==> src/opdec_regs.svh <==
`ifndef OPDEC_REGS_SVH
`define OPDEC_REGS_SVH

// Bytes of the fetch window offered per instruction slot
`define FETCH_BYTES 12
// Bytes in a far pointer view
`define FAR_PTR_BYTES 6

// ModR/M field positions
`define MODRM_MOD_MSB 7
`define MODRM_MOD_LSB 6
`define MODRM_REG_MSB 5
`define MODRM_REG_LSB 3
`define MODRM_RM_MSB 2
`define MODRM_RM_LSB 0

// ModR/M field values
`define MOD_REGISTER 2'b11
`define MOD_DISP0 2'b00
`define MOD_DISP8 2'b01
`define MOD_DISPW 2'b10
`define RM_SIB 3'b100
`define RM_DISP32_ONLY 3'b101
`define RM_DISP16_ONLY 3'b110
`define SIB_BASE_NONE 3'b101
`define GRP_ADD 3'b000
`define GRP_ADC 3'b010

// Opcode bytes
`define OPC_ASCII_ADJ_ADD 8'h37
`define OPC_ASCII_ADJ_SUB 8'h3F
`define OPC_ASCII_ADJ_MUL 8'hD4
`define OPC_ASCII_ADJ_DIV 8'hD5
`define OPC_ASCII_ADJ_BASE 8'h0A
`define OPC_ADC_RM8_R8 8'h10
`define OPC_ADC_RMW_RW 8'h11
`define OPC_ADC_R8_RM8 8'h12
`define OPC_ADC_RW_RMW 8'h13
`define OPC_ADC_ACC8_IMM 8'h14
`define OPC_ADC_ACCW_IMM 8'h15
`define OPC_ADD_RM8_R8 8'h00
`define OPC_ADD_RMW_RW 8'h01
`define OPC_ADD_R8_RM8 8'h02
`define OPC_ADD_RW_RMW 8'h03
`define OPC_ADD_ACC8_IMM 8'h04
`define OPC_ADD_ACCW_IMM 8'h05
`define OPC_GRP_BYTE_IMMEDIATE 8'h80
`define OPC_GRP_IMMW 8'h81
`define OPC_GRP_IMMSX 8'h83

`endif

==> src/opdec_pkg.sv <==
`default_nettype none

package opdec_pkg;
`include "opdec_regs.svh"

  // Decode class of one instruction
  typedef enum logic [1:0] {CLS_NONE, CLS_SHORT, CLS_LONG, CLS_VECTOR} decode_class_t;

  // Internal operation kinds
  typedef enum logic [2:0] {
    OP_ALU, OP_ALUX, OP_BRANCH, OP_FLOAT, OP_LIMM, OP_LOAD, OP_STORE, OP_MEU
  } op_kind_t;

  // Execution units
  typedef enum logic [2:0] {
    UNIT_INT_X, UNIT_INT_Y, UNIT_BRANCH, UNIT_ICU, UNIT_LOAD, UNIT_STORE, UNIT_FPU, UNIT_MEU
  } exec_unit_t;

  // Immediate size class
  typedef enum logic [1:0] {IMM_NONE, IMM_BYTE, IMM_WIDE} imm_kind_t;

  // One instruction offered by fetch, byte 0 in the low bits
  typedef struct packed {
    logic valid;
    logic opSize32;
    logic addrSize32;
    logic [`FETCH_BYTES*8-1:0] bytes;
  } fetch_slot_t;

  // Operand fields pulled from the instruction bytes
  typedef struct packed {
    logic memForm;
    logic [1:0] memoryFormField;
    logic [2:0] regField;
    logic [2:0] rmField;
    logic [2:0] firstVectorRegister;
    logic [2:0] secondVectorRegister;
    logic [2:0] byteRegisterOperand;
    logic [2:0] wideRegisterOperand;
    logic [31:0] disp;
    logic [2:0] dispBytes;
    logic [31:0] imm;
    logic [2:0] immBytes;
    logic [47:0] farPointer;
    logic [3:0] length;
  } operand_fields_t;

  // One internal operation with its unit
  typedef struct packed {
    logic valid;
    op_kind_t kind;
    exec_unit_t unit;
  } uop_t;

  // Opcode classification result
  typedef struct packed {
    logic known;
    decode_class_t cls;
    logic [1:0] uopCount;
    op_kind_t [2:0] kinds;
    logic hasModrm;
    imm_kind_t immKind;
  } class_info_t;

  // One decoded instruction as issued
  typedef struct packed {
    logic valid;
    logic invalid;
    logic [7:0] opcode;
    decode_class_t cls;
    logic [1:0] uopCount;
    uop_t [2:0] uops;
    operand_fields_t fields;
  } issue_t;

endpackage

`default_nettype wire

==> src/uop_router.sv <==
`timescale 1ns/1ps
`default_nettype none

// Steers one operation to its execution unit
module uop_router
  import opdec_pkg::*;
(
  // Operation in
  input wire op_kind_t kind,
  input wire logic preferY,
  // Unit out
  output exec_unit_t unit
);

  // Kind to unit mapping
  always_comb begin
    case (kind)
      OP_ALU: unit = preferY ? UNIT_INT_Y : UNIT_INT_X;
      OP_ALUX: unit = UNIT_INT_X;
      OP_BRANCH: unit = UNIT_BRANCH;
      OP_LIMM: unit = UNIT_ICU;
      OP_LOAD: unit = UNIT_LOAD;
      OP_STORE: unit = UNIT_STORE;
      OP_FLOAT: unit = UNIT_FPU;
      OP_MEU: unit = UNIT_MEU;
      default: unit = UNIT_INT_X;
    endcase
  end

endmodule // uop_router

`default_nettype wire

==> src/operand_extract.sv <==
`timescale 1ns/1ps
`default_nettype none

// Pulls ModR/M fields, displacement, immediate and length from the bytes
module operand_extract
  import opdec_pkg::*;
(
  // Instruction bytes and sizes
  input wire logic [`FETCH_BYTES*8-1:0] bytes,
  input wire logic opSize32,
  input wire logic addrSize32,
  // Format hints from the classifier
  input wire logic hasModrm,
  input wire imm_kind_t immKind,
  // Extracted fields
  output operand_fields_t fields
);

  // Raw little-endian gather of n bytes from pos, clipped to the window
  function automatic logic [47:0] gatherBytes(input logic [`FETCH_BYTES*8-1:0] b,
                                              input logic [3:0] pos, input logic [2:0] n);
    logic [47:0] acc;
    acc = 48'h0000_0000_0000;
    for (int i = 0; i < `FAR_PTR_BYTES; i++) begin
      if (i < int'(n) && int'(pos) + i < `FETCH_BYTES) begin
        acc[i*8 +: 8] = b[(int'(pos) + i)*8 +: 8];
      end
    end
    return acc;
  endfunction

  // Sign extension of a 1, 2 or 4 byte value to 32 bits
  function automatic logic [31:0] signExt(input logic [47:0] raw, input logic [2:0] n);
    case (n)
      3'd1: return {{24{raw[7]}}, raw[7:0]};
      3'd2: return {{16{raw[15]}}, raw[15:0]};
      default: return raw[31:0];
    endcase
  endfunction

  logic [7:0] modrm; // ModR/M byte, always right after the opcode
  logic [7:0] sib; // Scale-index-base byte
  logic [1:0] modBits; // Register or memory selector
  logic [2:0] rmBits; // Register or base selector
  logic sibPresent; // 32-bit addressing with SIB
  logic [3:0] dispPos; // First displacement byte
  logic [3:0] immPos; // First immediate byte

  // Field extraction
  always_comb begin
    modrm = bytes[15:8];
    sib = bytes[23:16];
    modBits = modrm[`MODRM_MOD_MSB:`MODRM_MOD_LSB];
    rmBits = modrm[`MODRM_RM_MSB:`MODRM_RM_LSB];
    fields = '0;
    fields.memoryFormField = modBits;
    fields.memForm = hasModrm && (modBits != `MOD_REGISTER);
    fields.regField = modrm[`MODRM_REG_MSB:`MODRM_REG_LSB];
    fields.rmField = rmBits;
    fields.firstVectorRegister = modrm[`MODRM_REG_MSB:`MODRM_REG_LSB];
    fields.secondVectorRegister = modrm[`MODRM_RM_MSB:`MODRM_RM_LSB];
    // Accumulator forms name the register by opcode alone, which is register 0
    fields.byteRegisterOperand = hasModrm ? modrm[`MODRM_REG_MSB:`MODRM_REG_LSB] : 3'b000;
    fields.wideRegisterOperand = hasModrm ? modrm[`MODRM_REG_MSB:`MODRM_REG_LSB] : 3'b000;
    sibPresent = fields.memForm && addrSize32 && (rmBits == `RM_SIB);
    // Displacement size by addressing mode
    if (!fields.memForm) begin
      fields.dispBytes = 3'd0;
    end else if (modBits == `MOD_DISP8) begin
      fields.dispBytes = 3'd1;
    end else if (modBits == `MOD_DISPW) begin
      fields.dispBytes = addrSize32 ? 3'd4 : 3'd2;
    end else if (addrSize32 && (rmBits == `RM_DISP32_ONLY ||
                 (sibPresent && sib[2:0] == `SIB_BASE_NONE))) begin
      fields.dispBytes = 3'd4;
    end else if (!addrSize32 && rmBits == `RM_DISP16_ONLY) begin
      fields.dispBytes = 3'd2;
    end else begin
      fields.dispBytes = 3'd0;
    end
    dispPos = hasModrm ? (sibPresent ? 4'd3 : 4'd2) : 4'd1;
    fields.disp = signExt(gatherBytes(bytes, dispPos, fields.dispBytes), fields.dispBytes);
    immPos = 4'(dispPos + {1'b0, fields.dispBytes});
    // Immediate size follows operand size for wide forms
    case (immKind)
      IMM_BYTE: fields.immBytes = 3'd1;
      IMM_WIDE: fields.immBytes = opSize32 ? 3'd4 : 3'd2;
      default: fields.immBytes = 3'd0;
    endcase
    fields.imm = signExt(gatherBytes(bytes, immPos, fields.immBytes), fields.immBytes);
    // Offset plus selector view for far pointer forms
    fields.farPointer = gatherBytes(bytes, immPos, 3'(`FAR_PTR_BYTES));
    fields.length = 4'(immPos + {1'b0, fields.immBytes});
  end

endmodule // operand_extract

`default_nettype wire

==> src/x86_integer_opcode_decoder.sv <==
`timescale 1ns/1ps
`default_nettype none

//
// Contract
// - Per cycle: two short, one long, one vector; the decoder takes such a group only every other cycle
// - ModR/M bits 7:6 = 11 register, else memory
// - First vector register from ModR/M bits 5:3
// - Second vector register from ModR/M bits 2:0
// - General register from opcode or bits 5:3
// - Extract displacements, far pointers, sized immediates
// - Generic ALU either pipe, restricted only X
// - Route each operation kind to its unit
// - All add-with-carry forms decode as vector
// - Group opcodes reg 010 are add-with-carry immediate
// - Register add: short, one operation
// - Memory-destination add: long, load, ALU, store
// - Memory-source add: short, load then ALU
// - Group opcodes reg 000 are add immediate
module x86_integer_opcode_decoder
  import opdec_pkg::*;
#(
  parameter int SLOTS = 2,
  parameter int UOPS = 3
) (
  // Clock and reset
  input wire logic sys_clk,
  input wire logic rst_n,
  // Fetch side
  input wire fetch_slot_t [SLOTS-1:0] fetchSlots,
  output logic [1:0] takenCount,
  // Execution side
  input wire logic execReady,
  output logic issueValid,
  output issue_t [SLOTS-1:0] issue
);

  // Builds a class record from its parts
  function automatic class_info_t mkClass(input decode_class_t cls, input logic [1:0] cnt,
                                          input op_kind_t k0, input op_kind_t k1,
                                          input op_kind_t k2, input logic modrmUsed,
                                          input imm_kind_t imm);
    class_info_t ci;
    ci.known = 1'b1;
    ci.cls = cls;
    ci.uopCount = cnt;
    ci.kinds[0] = k0;
    ci.kinds[1] = k1;
    ci.kinds[2] = k2;
    ci.hasModrm = modrmUsed;
    ci.immKind = imm;
    return ci;
  endfunction

  // Register form in one operation, memory destination in three
  function automatic class_info_t destForm(input logic mem, input op_kind_t alu,
                                           input imm_kind_t imm);
    if (mem) begin
      return mkClass(CLS_LONG, 2'd3, OP_LOAD, alu, OP_STORE, 1'b1, imm);
    end
    return mkClass(CLS_SHORT, 2'd1, alu, OP_ALU, OP_ALU, 1'b1, imm);
  endfunction

  // Register form in one operation, memory source in two
  function automatic class_info_t srcForm(input logic mem, input op_kind_t alu);
    if (mem) begin
      return mkClass(CLS_SHORT, 2'd2, OP_LOAD, alu, OP_ALU, 1'b1, IMM_NONE);
    end
    return mkClass(CLS_SHORT, 2'd1, alu, OP_ALU, OP_ALU, 1'b1, IMM_NONE);
  endfunction

  // Opcode classification for one slot
  function automatic class_info_t classify(input logic [7:0] opc, input logic [7:0] nxt);
    class_info_t ci;
    logic mem;
    logic [2:0] grp;
    mem = (nxt[`MODRM_MOD_MSB:`MODRM_MOD_LSB] != `MOD_REGISTER);
    grp = nxt[`MODRM_REG_MSB:`MODRM_REG_LSB];
    // Unknown unless matched below; passed alone for the exception path
    ci = mkClass(CLS_VECTOR, 2'd0, OP_ALU, OP_ALU, OP_ALU, 1'b0, IMM_NONE);
    ci.known = 1'b0;
    case (opc)
      // ASCII adjust, microcoded
      `OPC_ASCII_ADJ_ADD, `OPC_ASCII_ADJ_SUB: begin
        ci = mkClass(CLS_VECTOR, 2'd0, OP_ALU, OP_ALU, OP_ALU, 1'b0, IMM_NONE);
      end
      // Adjust with base byte, only the decimal base is listed
      `OPC_ASCII_ADJ_MUL, `OPC_ASCII_ADJ_DIV: begin
        if (nxt == `OPC_ASCII_ADJ_BASE) begin
          ci = mkClass(CLS_VECTOR, 2'd0, OP_ALU, OP_ALU, OP_ALU, 1'b0, IMM_BYTE);
        end
      end
      // Add with carry, register and memory forms
      `OPC_ADC_RM8_R8, `OPC_ADC_RMW_RW, `OPC_ADC_R8_RM8, `OPC_ADC_RW_RMW: begin
        ci = mkClass(CLS_VECTOR, 2'd0, OP_ALU, OP_ALU, OP_ALU, 1'b1, IMM_NONE);
      end
      // Add with carry, accumulator forms
      `OPC_ADC_ACC8_IMM: begin
        ci = mkClass(CLS_VECTOR, 2'd0, OP_ALU, OP_ALU, OP_ALU, 1'b0, IMM_BYTE);
      end
      `OPC_ADC_ACCW_IMM: begin
        ci = mkClass(CLS_VECTOR, 2'd0, OP_ALU, OP_ALU, OP_ALU, 1'b0, IMM_WIDE);
      end
      // Add, destination is the ModR/M operand
      `OPC_ADD_RM8_R8: begin
        ci = destForm(mem, OP_ALUX, IMM_NONE);
      end
      `OPC_ADD_RMW_RW: begin
        ci = destForm(mem, OP_ALU, IMM_NONE);
      end
      // Add, destination is the register operand
      `OPC_ADD_R8_RM8: begin
        ci = srcForm(mem, OP_ALUX);
      end
      `OPC_ADD_RW_RMW: begin
        ci = srcForm(mem, OP_ALU);
      end
      // Add to accumulator
      `OPC_ADD_ACC8_IMM: begin
        ci = mkClass(CLS_SHORT, 2'd1, OP_ALUX, OP_ALU, OP_ALU, 1'b0, IMM_BYTE);
      end
      `OPC_ADD_ACCW_IMM: begin
        ci = mkClass(CLS_SHORT, 2'd1, OP_ALU, OP_ALU, OP_ALU, 1'b0, IMM_WIDE);
      end
      // Immediate group, byte immediate
      `OPC_GRP_BYTE_IMMEDIATE, `OPC_GRP_IMMSX: begin
        if (grp == `GRP_ADC) begin
          ci = mkClass(CLS_VECTOR, 2'd0, OP_ALU, OP_ALU, OP_ALU, 1'b1, IMM_BYTE);
        end else if (grp == `GRP_ADD) begin
          ci = destForm(mem, OP_ALUX, IMM_BYTE);
        end
      end
      // Immediate group, operand-size immediate
      `OPC_GRP_IMMW: begin
        if (grp == `GRP_ADC) begin
          ci = mkClass(CLS_VECTOR, 2'd0, OP_ALU, OP_ALU, OP_ALU, 1'b1, IMM_WIDE);
        end else if (grp == `GRP_ADD) begin
          ci = destForm(mem, OP_ALU, IMM_WIDE);
        end
      end
      default: begin
        ci.known = 1'b0;
      end
    endcase
    return ci;
  endfunction

  // Registered state
  logic gapCycle; // Fetch realigns for one cycle after a take
  logic pipeToggle; // Alternates generic ALU work between pipes
  logic [1:0] next_takenCount;
  logic next_issueValid;
  issue_t [SLOTS-1:0] next_issue;
  logic next_gapCycle;
  logic next_pipeToggle;

  // Per-slot decode results
  class_info_t [SLOTS-1:0] info;
  operand_fields_t [SLOTS-1:0] fields;
  exec_unit_t [SLOTS-1:0][UOPS-1:0] units;
  issue_t [SLOTS-1:0] cand;

  // Decoding lanes, one per fetch slot
  for (genvar s = 0; s < SLOTS; s++) begin : gLane
    // Opcode class from the first two bytes
    always_comb begin
      info[s] = classify(fetchSlots[s].bytes[7:0], fetchSlots[s].bytes[15:8]);
    end

    // Operand fields and instruction length
    operand_extract uExtract (
      .bytes(fetchSlots[s].bytes),
      .opSize32(fetchSlots[s].opSize32),
      .addrSize32(fetchSlots[s].addrSize32),
      .hasModrm(info[s].hasModrm),
      .immKind(info[s].immKind),
      .fields(fields[s])
    );

    // Unit steering, neighbouring operations start on opposite pipes
    for (genvar u = 0; u < UOPS; u++) begin : gUop
      uop_router uRoute (
        .kind(info[s].kinds[u]),
        .preferY(pipeToggle ^ s[0] ^ u[0]),
        .unit(units[s][u])
      );
    end

    // Candidate issue record
    always_comb begin
      cand[s] = '0;
      cand[s].valid = fetchSlots[s].valid;
      cand[s].invalid = !info[s].known;
      cand[s].opcode = fetchSlots[s].bytes[7:0];
      cand[s].cls = info[s].cls;
      cand[s].uopCount = info[s].uopCount;
      cand[s].fields = fields[s];
      for (int u = 0; u < UOPS; u++) begin
        cand[s].uops[u].valid = (u < int'(info[s].uopCount));
        cand[s].uops[u].kind = info[s].kinds[u];
        cand[s].uops[u].unit = units[s][u];
      end
    end
  end

  logic canTake; // Slot 0 is taken this cycle
  logic takePair; // Slot 1 is taken along with slot 0

  // Acceptance and issue next-state
  always_comb begin
    next_issueValid = issueValid;
    next_issue = issue;
    next_takenCount = 2'd0;
    next_gapCycle = 1'b0;
    next_pipeToggle = pipeToggle;
    // Downstream drains the held group
    if (issueValid && execReady) begin
      next_issueValid = 1'b0;
    end
    canTake = !gapCycle && fetchSlots[0].valid && (!issueValid || execReady);
    // Only two short instructions may pair; long or vector goes alone
    takePair = fetchSlots[1].valid && cand[0].cls == CLS_SHORT &&
               cand[1].cls == CLS_SHORT;
    if (canTake) begin
      next_issueValid = 1'b1;
      next_issue = '0;
      next_issue[0] = cand[0];
      // Second slot only when paired
      if (takePair) begin
        next_issue[1] = cand[1];
        next_takenCount = 2'd2;
      end else begin
        next_takenCount = 2'd1;
      end
      next_gapCycle = 1'b1;
      next_pipeToggle = !pipeToggle;
    end
  end

  // State registers
  always_ff @(posedge sys_clk) begin
    if (!rst_n) begin
      takenCount <= 2'd0;
      issueValid <= 1'b0;
      issue <= '0;
      gapCycle <= 1'b0;
      pipeToggle <= 1'b0;
    end else begin
      takenCount <= next_takenCount;
      issueValid <= next_issueValid;
      issue <= next_issue;
      gapCycle <= next_gapCycle;
      pipeToggle <= next_pipeToggle;
    end
  end

endmodule // x86_integer_opcode_decoder

`default_nettype wire

==> config.mk <==
export PLATFORM = sky130hd
export DESIGN_NAME = x86_integer_opcode_decoder
export DESIGN_NICKNAME = d
export VERILOG_FILES = /design/src/opdec_pkg.sv /design/src/uop_router.sv /design/src/operand_extract.sv /design/src/x86_integer_opcode_decoder.sv
export VERILOG_INCLUDE_DIRS = /design/src /design/src/src
export SDC_FILE = /design/constraint.sdc
export NUM_CORES = 1
export LEC_CHECK = 0
export ABC_AREA = 1
export ABC_CLOCK_PERIOD_IN_PS = 14700
export BUFFER_PORTS_ARGS = -buffer_cell sky130_fd_sc_hd__buf_2
export CORE_AREA = 2 2 218 220
export CTS_CLUSTER_DIAMETER = 50
export CTS_CLUSTER_SIZE = 12
export DETAILED_ROUTE_END_ITERATION = 8
export DIE_AREA = 0 0 220 222
export GPL_TIMING_DRIVEN = 1
export PLACE_DENSITY_LB_ADDON = 0.05
export SKIP_CTS_REPAIR_TIMING = 1
export SLEW_MARGIN = 20
export SYNTH_ARGS = -nofsm -noshare
export SYNTH_HDL_FRONTEND = slang
export SYNTH_SLANG_ARGS = --single-unit
==> constraint.sdc <==
create_clock -name sys_clk -period 14.7 [get_ports sys_clk]
set_input_delay 2.94 -clock sys_clk [delete_from_list [all_inputs] [get_ports sys_clk]]
set_output_delay 2.94 -clock sys_clk [all_outputs]
set_load 0.01 [all_outputs]
======== Yosys cells after proc, flatten, opt, wreduce, memory -nomap -nowiden ========
Cells that the tools add are included.
operators by class
  $add $sub $neg .......................... 20
  magnitude comparators ................... 42
  equal/unequal tests ..................... 110
  shifts and indexed selects .............. 20
  mux-type cells .......................... 123
  reduce and logical (&&, ||, !) cells .... 63
operator list
  operator               number
  $shiftx A96 B32 Y8     16
  $mux W17               34
  $lt A32 B5 Y1 const B  16
  $pmux W16 S12          2
  $shiftx A96 B8 Y8      4
  $pmux W32 S2           4
  $mux W8                28
  $mux W178              1
  $pmux W3 S8            6
  $eq A3 B3 Y1 const B   32
  $eq A8 B5 Y1 const B   12
  $eq A8 B8 Y1 const B   10
  $eq A3 B2 Y1 const B   18
  $mux W3                14
  $add A4 B2 Y5 const B  8
  $logic_and A1 B1 Y1    33
  $eq A8 B2 Y1 const B   4
  $eq A8 B3 Y1 const B   4
  $eq A8 B6 Y1 const B   4
  $eq A3 B1 Y1 const B   10
  $mux W1                25
  $logic_not A3 Y1       8
  $lt A1 B3 Y1 const A   8
  $lt A2 B3 Y1 const A   8
  23 further kinds       69
word-level totals
  register bits ........................... 352
  bits of input ports ..................... 201
  output and inout bits ................... 359
  word-level logic and storage cells ...... 435

======== Depth between registers and ports, before layout ========
Gate-level depths: netlist of run 1.
  depth in word-level cells ............... 26
  depth in mapped cells ................... 29
  depth with buffers taken out ............ 25

======== Cells and area by module ========
Synthesis of run 1 repeated with hierarchy kept, for this count alone.
unflattened totals
  cells, all modules ...................... 3674
  area total of the unflattened synthesis .. 23084.6 sq um
by module, submodules not included
  module                               instances  cells an instance  area each (sq um)  sequential area each (sq um)
  x86_integer_opcode_decoder           1          1627               13110.1            6946.7
  operand_extract (gLane[0].uExtract)  1          984                4803.4             0.0
  operand_extract (gLane[1].uExtract)  1          991                4803.4             0.0
  uop_router                           6          12                 61.3               0.0

======== Least setup slack after synthesis of run 1 ========
OpenSTA, ideal clock, no wires.
  path kind ............................... input to register
  from .................................... in fetchSlots[4] (netlist name)
  to ...................................... reg issue[71] (netlist name)
  library setup time ...................... 56 ps
  arrival ................................. 6578 ps
  data required time ...................... 14644 ps
  slack ................................... 8066 ps
  stages on the path ...................... 26
  buffers on the path ..................... 4
  cells stage by stage .................... inv_1 -> nand2_1 -> nor2_1 -> nand4_1 -> nand3b_4 -> buf_2 -> nand3_1 -> nand2_1 -> ha_1 -> inv_1 -> fa_1 -> inv_1 -> clkbuf_1 -> buf_1 -> ha_1 -> nand2_1 -> inv_1 -> nand4_1 -> nand2_1 -> inv_1 -> a21oi_1 -> nand4_1 -> buf_2 -> nand3_1 -> nand2_1 -> inv_1
on the way
  word-level cells in the longest chain between the ends .. 19
  elaborated cells on any way between the ends .. 57
  those cells by class .................... 3 x add/sub; 6 x order compare; 20 x eq/ne; 3 x shift; 12 x mux; 13 x reduce/logical
ends and longest elaborated chain
  element                                                RTL line                                      RTL
  from (decl)                                            x86_integer_opcode_decoder.sv:30              input wire fetch_slot_t [SLOTS-1:0] fetchSlots,
  $eq A8 B5 Y1, or another cell as far along             x86_integer_opcode_decoder.sv:82              case (opc)
  $reduce_or A4 Y1, or another cell as far along         x86_integer_opcode_decoder.sv:82
  $pmux W16 S12 *                                        x86_integer_opcode_decoder.sv:82
  $logic_and A1 B1 Y1                                    operand_extract.sv:57                         fields.memForm = hasModrm && (modBits != `MOD_REGISTER);
  $logic_and A1 B1 Y1 (2 in a row)                       operand_extract.sv:65                         sibPresent = fields.memForm && addrSize32 && (rmBits == `RM_SIB);
  $logic_and A1 B1 Y1 (no source line)                   --
  $logic_or A1 B1 Y1                                     operand_extract.sv:73                         end else if (addrSize32 && (rmBits == `RM_DISP32_ONLY ||
  $logic_and A1 B1 Y1                                    operand_extract.sv:73
  (+2 left out)                                          --
  $mux W3                                                operand_extract.sv:69                         end else if (modBits == `MOD_DISP8) begin
  $mux W3                                                operand_extract.sv:67                         if (!fields.memForm) begin
  $add A4 B3 Y4                                          operand_extract.sv:83                         immPos = 4'(dispPos + {1'b0, fields.dispBytes});
  $add A4 B2 Y5 / $add A4 B1 Y5 (equally long branches)  operand_extract.sv:25, operand_extract.sv:26
  $lt A32 B5 Y1 (no source line)                         --
  $logic_and A1 B1 Y1 (no source line)                   --
  $mux W8                                                operand_extract.sv:25                         if (i < int'(n) && int'(pos) + i < `FETCH_BYTES) begin
  $pmux W32 S2 *                                         operand_extract.sv:34                         case (n)
  to (signal assigned)                                   x86_integer_opcode_decoder.sv:251             issue <= next_issue;
  to (decl)                                              x86_integer_opcode_decoder.sv:35              output issue_t [SLOTS-1:0] issue
Every way passes the cells marked *; elsewhere a longest branch is shown, timed or not.
A chain may end at the register's enable or synchronous reset.

======== Final worst setup path of run 1 ========
  from .................................... in fetchSlots[4] (netlist name)
  to ...................................... reg issue[86] (netlist name)
The elaborated chain is that of the path after synthesis.

==> results of run 1 <==
## per-stage QoR
step,hold slack (ns),utilization,instance area [µm²]
after floorplan,0.460,-,19600
after global placement,0.420,0.479,22100
after detailed placement,0.428,0.479,22100
after CTS,0.440,0.508,23500
after global routing,0.456,0.508,23500
final,0.441,0.508,23500
## area by class of cell
type / count / area, µm² / share of cell area
clock inverters: 18 / 198 / 0.00841
repair buffers: 568 / 2900 / 0.123
well taps: 607 / 759 / 0.0323
flip-flops and latches: 321 / 6430 / 0.273
clock buffers: 54 / 1180 / 0.0501
inverters: 215 / 811 / 0.0345
multi-input cells: 2292 / 11200 / 0.478
## power by group through the flow
stage	combinational, W	clock (W)	sequential [W]
2_1_floorplan	0.000187	0	0.000938
3_3_place_gp	0.000362	0	0.000929
3_5_place_dp	0.000361	0	0.000929
4_1_cts	0.000363	0.00105	0.000911
5_1_grt	0.000396	0.00109	0.000913
6_report	0.000371	0.00104	0.000911
## state kept, by name, indices dropped and copies added (netlist names)
name,cells
takenCount,2
gapCycle,1
issue,316
pipeToggle,1
issueValid,1
## kinds of logic (layout without fill, tap and decap cells)
kind of cell / Yosys count / count (layout) / synth area share
buf+inv: 458 / 855 / 0.100
flops: 321 / 321 / 0.329
simple gates: 1459 / 1459 / 0.314
fa+ha+maj: 16 / 16 / 0.0114
xor+xnor: 4 / 4 / 0.00180
other cells: 1 / 14 / 0.000192
mux: 28 / 28 / 0.0144
compound gates: 771 / 771 / 0.228
## routing by layer
layer / global-route usage / vias up
met5: 0 / -
met4: 0.231 / 0
met3: 0.0564 / 293
met2: 0.639 / 1140
met1: 0.443 / 10987
li1: - / 10921
## cells in the final DEF, fill, tap and decap left out, types with 14 or more instances in the layout
cell / netlist / final
o21ai_0: 460 / 459
o22ai_1: 16 / 16
clkbuf_16: 0 / 43
nor2_1: 192 / 189
o21ai_1: 19 / 20
buf_4: 44 / 24
o211ai_1: 81 / 81
dfxtp_1: 321 / 321
a31oi_1: 20 / 20
buf_2: 36 / 544
nand3_1: 171 / 171
mux2i_1: 28 / 28
a22oi_1: 23 / 23
a21oi_1: 75 / 75
inv_1: 197 / 196
a32o_1: 25 / 25
nand4_1: 26 / 26
conb_1: 1 / 14
nand2_1: 998 / 997
inv_2: 15 / 17
## worst max-delay path, stage by stage
cell and delay, ns:
buf_2 0.12, inv_1 0.08, nand2_1 0.06, nor2_1 0.19
nand4_1 0.23, nand3b_4 0.42, nand3_1 0.13, buf_4 0.28
nand2_1 0.16, ha_4 0.15, inv_1 0.04, fa_4 1.24
buf_4 0.54, nor2_1 0.15, nand3_1 0.12, nand2_1 0.06
a21oi_1 0.33, nand4_1 0.53, nand2_1 0.18, nand2_1 0.16
nand3_1 0.12
## how the worst max path moves through the flow
| stage | endpoint | depth (start not counted) |
|---|---|---|
| floorplan | issue[71] | 26 |
| global placement | issue[86] | 22 |
| detailed placement | issue[86] | 21 |
| CTS | issue[86] | 21 |
| global route | issue[86] | 21 |
| finish | issue[86] | 21 |
==> flow_metrics.py, run 1 <==
metrics = {
    "timing": {
        "period_share": 0.531,
        "worst_slack_ns": 6.89,
        "clock.fmax_mhz": 128,
        "finalHoldViolations": 0,
        "setup_viol": 0,
        "tns_ns": 0,
        "min_period_ns": 7.81,
        "slew_headroom": 0.224,
        "worst_pin_slew_ns": 1.15,
        "rsz0062_at_grt": "false",
        "fin_skew_ns": 0.0115,
        "maxSlewViolCount": 0,
    },
    "synth": {
        "synth_top_cell_by_area": "dfxtp_1",
        "synth_common_cells": "nand2_1, o21ai_0, dfxtp_1",
        "synth_seq_cells": 321,
        "ys_seq_area_frac": 0.329,
        "syn_area_um2": 19500,
        "synth-main-ff-cell": "dfxtp_1",
        "ys_async_sr_fraction": 0,
        "synth.avg_cell_area_um2": 6.38,
        "synth.most_common_cell": "nand2_1",
        "synth-edff-count": 0,
        "synthCells": 3058,
        "yosysTopAreaCellShare": 0.329,
        "yosysWarningCount": 0,
        "synth_area_leaders": "dfxtp_1, nand2_1, o21ai_0",
        "synth_cell_types": 64,
    },
    "floorplanning": {
        "start_util": 0.422,
        "rows": 79,
        "dieArea_um2": 48800,
        "coreArea_um2": 46300,
        "die_y_um": 222,
        "ios": 560,
        "die_x_um": 220,
    },
    "route": {
        "wl_met2_um": 45500,
        "vias": 23341,
        "drt.antenna.violating_nets": 0,
        "highest_layer": "met4",
        "routed_wl_um": 95700,
        "drc_errors": 0,
        "drtIter0Drc": 2533,
        "m1WireLength_um": 37000,
        "dr.pass1.iters": 7,
        "wl_met3_um": 6510,
        "drt-vias-per-instance": 5.73,
        "detail_route.wl_per_cell_um": 23.5,
    },
    "power": {
        "p_leak_nw": 12.0,
        "p_sw_frac": 0.307,
        "power_frac_seq": 0.392,
        "switching_power_w": 0.000714,
        "power_density_nw_per_um2": 98.8,
        "ir_drop_mv": 0.104,
        "total_power_w": 0.00232,
        "p_int_w": 0.00161,
        "clock_power_share": 0.448,
        "combPwrFrac": 0.160,
    },
    "worst_setup_path": {
        "critPathKind": "in -> reg",
        "crit_fanout": 70,
        "reg2reg_to": "issue[109]",
        "reg2reg_depth": 11,
        "arrival_ns": 8.32,
        "r2r_slack_ns": 10.51,
        "worstSetupEndpointType": "flip-flop",
        "cp-start-kind": "input port",
        "r2r-start": "issueValid",
        "crit_start": "fetchSlots[4]",
        "crit_required_ns": 15.21,
    },
    "clocking": {
        "root_buffer": "clkbuf_16",
        "cts.sinks": 321,
        "insertion_delay_ns": 0.58,
        "htreeDepth": 2,
        "cts_buffers": 42,
        "cts_buffer_depth": 3,
        "cts.clk_slew.worst_paths_ns": 0.06,
        "cts_tree": "built",
    },
    "global_routing": {
        "grt.overflow.total": 0,
        "track_usage": 0.376,
        "grt_pass1_wl_um": 138000,
        "grt_max_degree": 102,
        "grt_pass1_vias": 21804,
        "antenna_found_initial": 0,
    },
    "placed_design": {
        "routabilityCongestion": 1.02,
        "io_buffers": 545,
        "dp_cells": 4003,
        "place_ws_ns": 6.41,
        "dp_hpwl_um": 73300,
    },
    "flow_run": {
        "maxCapViolCount": 0,
    },
    "finish": {
        "fillers": 4870,
        "layout-drive-gt1-share": 0.206,
        "fin_cells": 4075,
        "syn2layout_area_growth_pct": 20.5,
        "insertedDiodeCount": 0,
        "nNetsFinal": 3657,
    },
    "min_path": {
        "whs_path_depth": 2,
        "min_path_type": "reg -> reg",
        "min_from": "issue[144]",
        "hold_end": "issue[144]",
    },
    "outcome": {
        "status": "finished, final reports clean",
    },
}
Power figures use the tool's default switching activity.
==> inputs of run 2 (changes only) <==
Settings changed: ABC_CLOCK_PERIOD_IN_PS 14700 to 7100, CORE_AREA 2 2 218 220 to 2 2 217 219, DIE_AREA 0 0 220 222 to 0 0 219 221.
Clock period 14.7 ns to 7.1 ns, I/O delays scaled along.
==> flow_metrics.py, run 2 (synthesis results as in run 1) <==
metrics = {
    "outcome": {
        "status": "finished, final reports clean",
    },
    "timing": {
        "tns_ns": 0,
        "fin_skew_ns": 0.0174,
        "min_period_ns": 5.51,
        "finalHoldViolations": 0,
        "period_share": 0.776,
        "setup_viol": 0,
        "rsz0062_at_grt": "false",
        "worst_pin_slew_ns": 1.11,
        "slew_headroom": 0.258,
        "maxSlewViolCount": 0,
        "clock.fmax_mhz": 181,
        "hold_ws_ns": 0.427,
    },
    "worst_setup_path": {
        "reg2reg_depth": 11,
        "crit_required_ns": 7.56,
        "worst-path-buf-inv": 6,
        "arrival_ns": 5.97,
        "slowest_delay_ns": 0.93,
        "cp.depth": 23,
        "timing.critical_path.mode_cell": "nand2_1",
        "critPathKind": "in -> reg",
        "cp-start-kind": "input port",
        "cpMaxStageDelayCell": "fa_4",
        "critical_path.top_delay_family": "simple AND/OR/NAND/NOR gates",
        "crit_fanout": 77,
        "cp_cell_sequence": "buf_2, inv_1, nand2_1, nor2_1, nand4_1, nand3b_4, nand3_1, nand2_1, ha_4, inv_1, fa_4, buf_4, ha_1, a21oi_1, xnor2_1, inv_1, nand2_1, nand2_1, inv_1, nand2_1, nor2_1, a21oi_1, nand2_1",
        "worstSetupEndpointType": "flip-flop",
    },
    "global_routing": {
        "track_usage": 0.374,
        "antenna_found_initial": 1,
        "grt.overflow.total": 0,
        "grt_pass1_vias": 21917,
        "grt_pass1_wl_um": 137000,
        "grt_max_degree": 102,
    },
    "clocking": {
        "cts.sinks": 321,
        "htreeDepth": 2,
        "cts_buffer_depth": 3,
        "root_buffer": "clkbuf_16",
        "cts_buffers": 43,
        "cts_tree": "built",
        "insertion_delay_ns": 0.58,
        "cts.clk_slew.worst_paths_ns": 0.06,
    },
    "finish": {
        "final_cell_mix": "nand2_1, buf_2, o21ai_0",
        "nNetsFinal": 3665,
        "layout_commonest_cell": "nand2_1",
        "syn2layout_area_growth_pct": 20.7,
        "layout-drive-gt1-share": 0.208,
        "postLayoutCoreUtil": 0.511,
        "regMostFlops": "issue",
        "largest_registers": "issue: 316 flops, takenCount: 2 flops",
        "insertedDiodeCount": 0,
        "largest_reg_flops": 316,
    },
    "power": {
        "p_leak_nw": 12.0,
        "power_density_nw_per_um2": 200,
        "ir_drop_mv": 0.198,
    },
    "floorplanning": {
        "dieArea_um2": 48400,
        "die_y_um": 221,
        "coreArea_um2": 46100,
        "die_x_um": 219,
        "rows": 79,
        "ios": 560,
        "start_util": 0.424,
    },
    "route": {
        "detail_route.wl_per_cell_um": 23.0,
        "drc_errors": 0,
        "vias": 23258,
        "drt.antenna.violating_nets": 0,
        "drt-vias-per-instance": 5.70,
        "dr.pass1.iters": 6,
        "routed_wl_um": 93700,
        "drtIter0Drc": 2380,
    },
    "placed_design": {
        "dp_hpwl_um": 72700,
        "routabilityCongestion": 0.989,
        "io_buffers": 545,
    },
    "min_path": {
        "whs_path_depth": 2,
        "min_path_type": "reg -> reg",
    },
    "flow_run": {
        "maxCapViolCount": 0,
    },
}
## run 2: cell types whose count changed in the layout (fill, tap and decap cells not counted), moves of 2 or more
cell,change
buf_12,+4
o21ai_1,-2
buf_4,+3
clkbuf_1,-2
clkinv_2,-2
clkbuf_8,-5
clkinvlp_4,+4
inv_6,+3
## run 2: metal layers
metal / vias to the layer above / track usage / routed length, µm
met5: - / 0 / 0
met4: 0 / 0.231 / 6710
met3: 262 / 0.0569 / 6520
met2: 1169 / 0.644 / 45300
met1: 10900 / 0.432 / 35300
li1: 10927 / - / -
## run 2: layout make-up
cell class	count	area [µm²]
clock inverters	22	208
clock buffers	47	1100
well taps	607	759
inverters	215	810
multi-input cells	2292	11200
fillers	4923	22500
flip-flops and latches	321	6430
repair buffers	575	3010
## run 2: report_power, final
| group | leakage (nW) | internal, W | switching, W |
|---|---|---|---|
| sequential | 2.61 | 0.00185 | 0.0000337 |
| combinational | 8.75 | 0.000223 | 0.000543 |
| clock | 0.629 | 0.00117 | 0.000889 |
| total | 12.0 | 0.00325 | 0.00147 |
## run 2: path summary, 6_finish.rpt
path	slack (ns)	startpoint	end
worst max-delay path	1.59	fetchSlots[4]	issue[83]
worst min-delay path	0.43	issue[322]	issue[322]
worst min register to register	0.43	issue[322]	issue[322]
worst max register to register	4.09	issueValid	issue[51]
## run 2: metrics by stage
stage | cell area [µm²] | std cells | worst slack [ns] | power, W
6_report | 23600 | 4079 | 1.59 | 0.00471
5_1_grt | 23600 | 4079 | 1.19 | 0.00487
3_3_place_gp | 22200 | 4010 | 1.20 | 0.00267
3_5_place_dp | 22200 | 4010 | 1.09 | 0.00267
2_1_floorplan | 19600 | 3071 | 1.99 | 0.00233
4_1_cts | 23500 | 4079 | 1.67 | 0.00472
## run 2: worst reg2reg max path, stage by stage, from the launching register on
cell	delay, ns
dfxtp_1	0.31
inv_1	0.05
nor2_1	0.03
inv_1	0.21
nand2_2	0.08
buf_4	0.33
inv_2	0.20
buf_4	0.62
nand3_1	0.20
a21oi_2	0.41
o211ai_1	0.31
a21oi_1	0.20
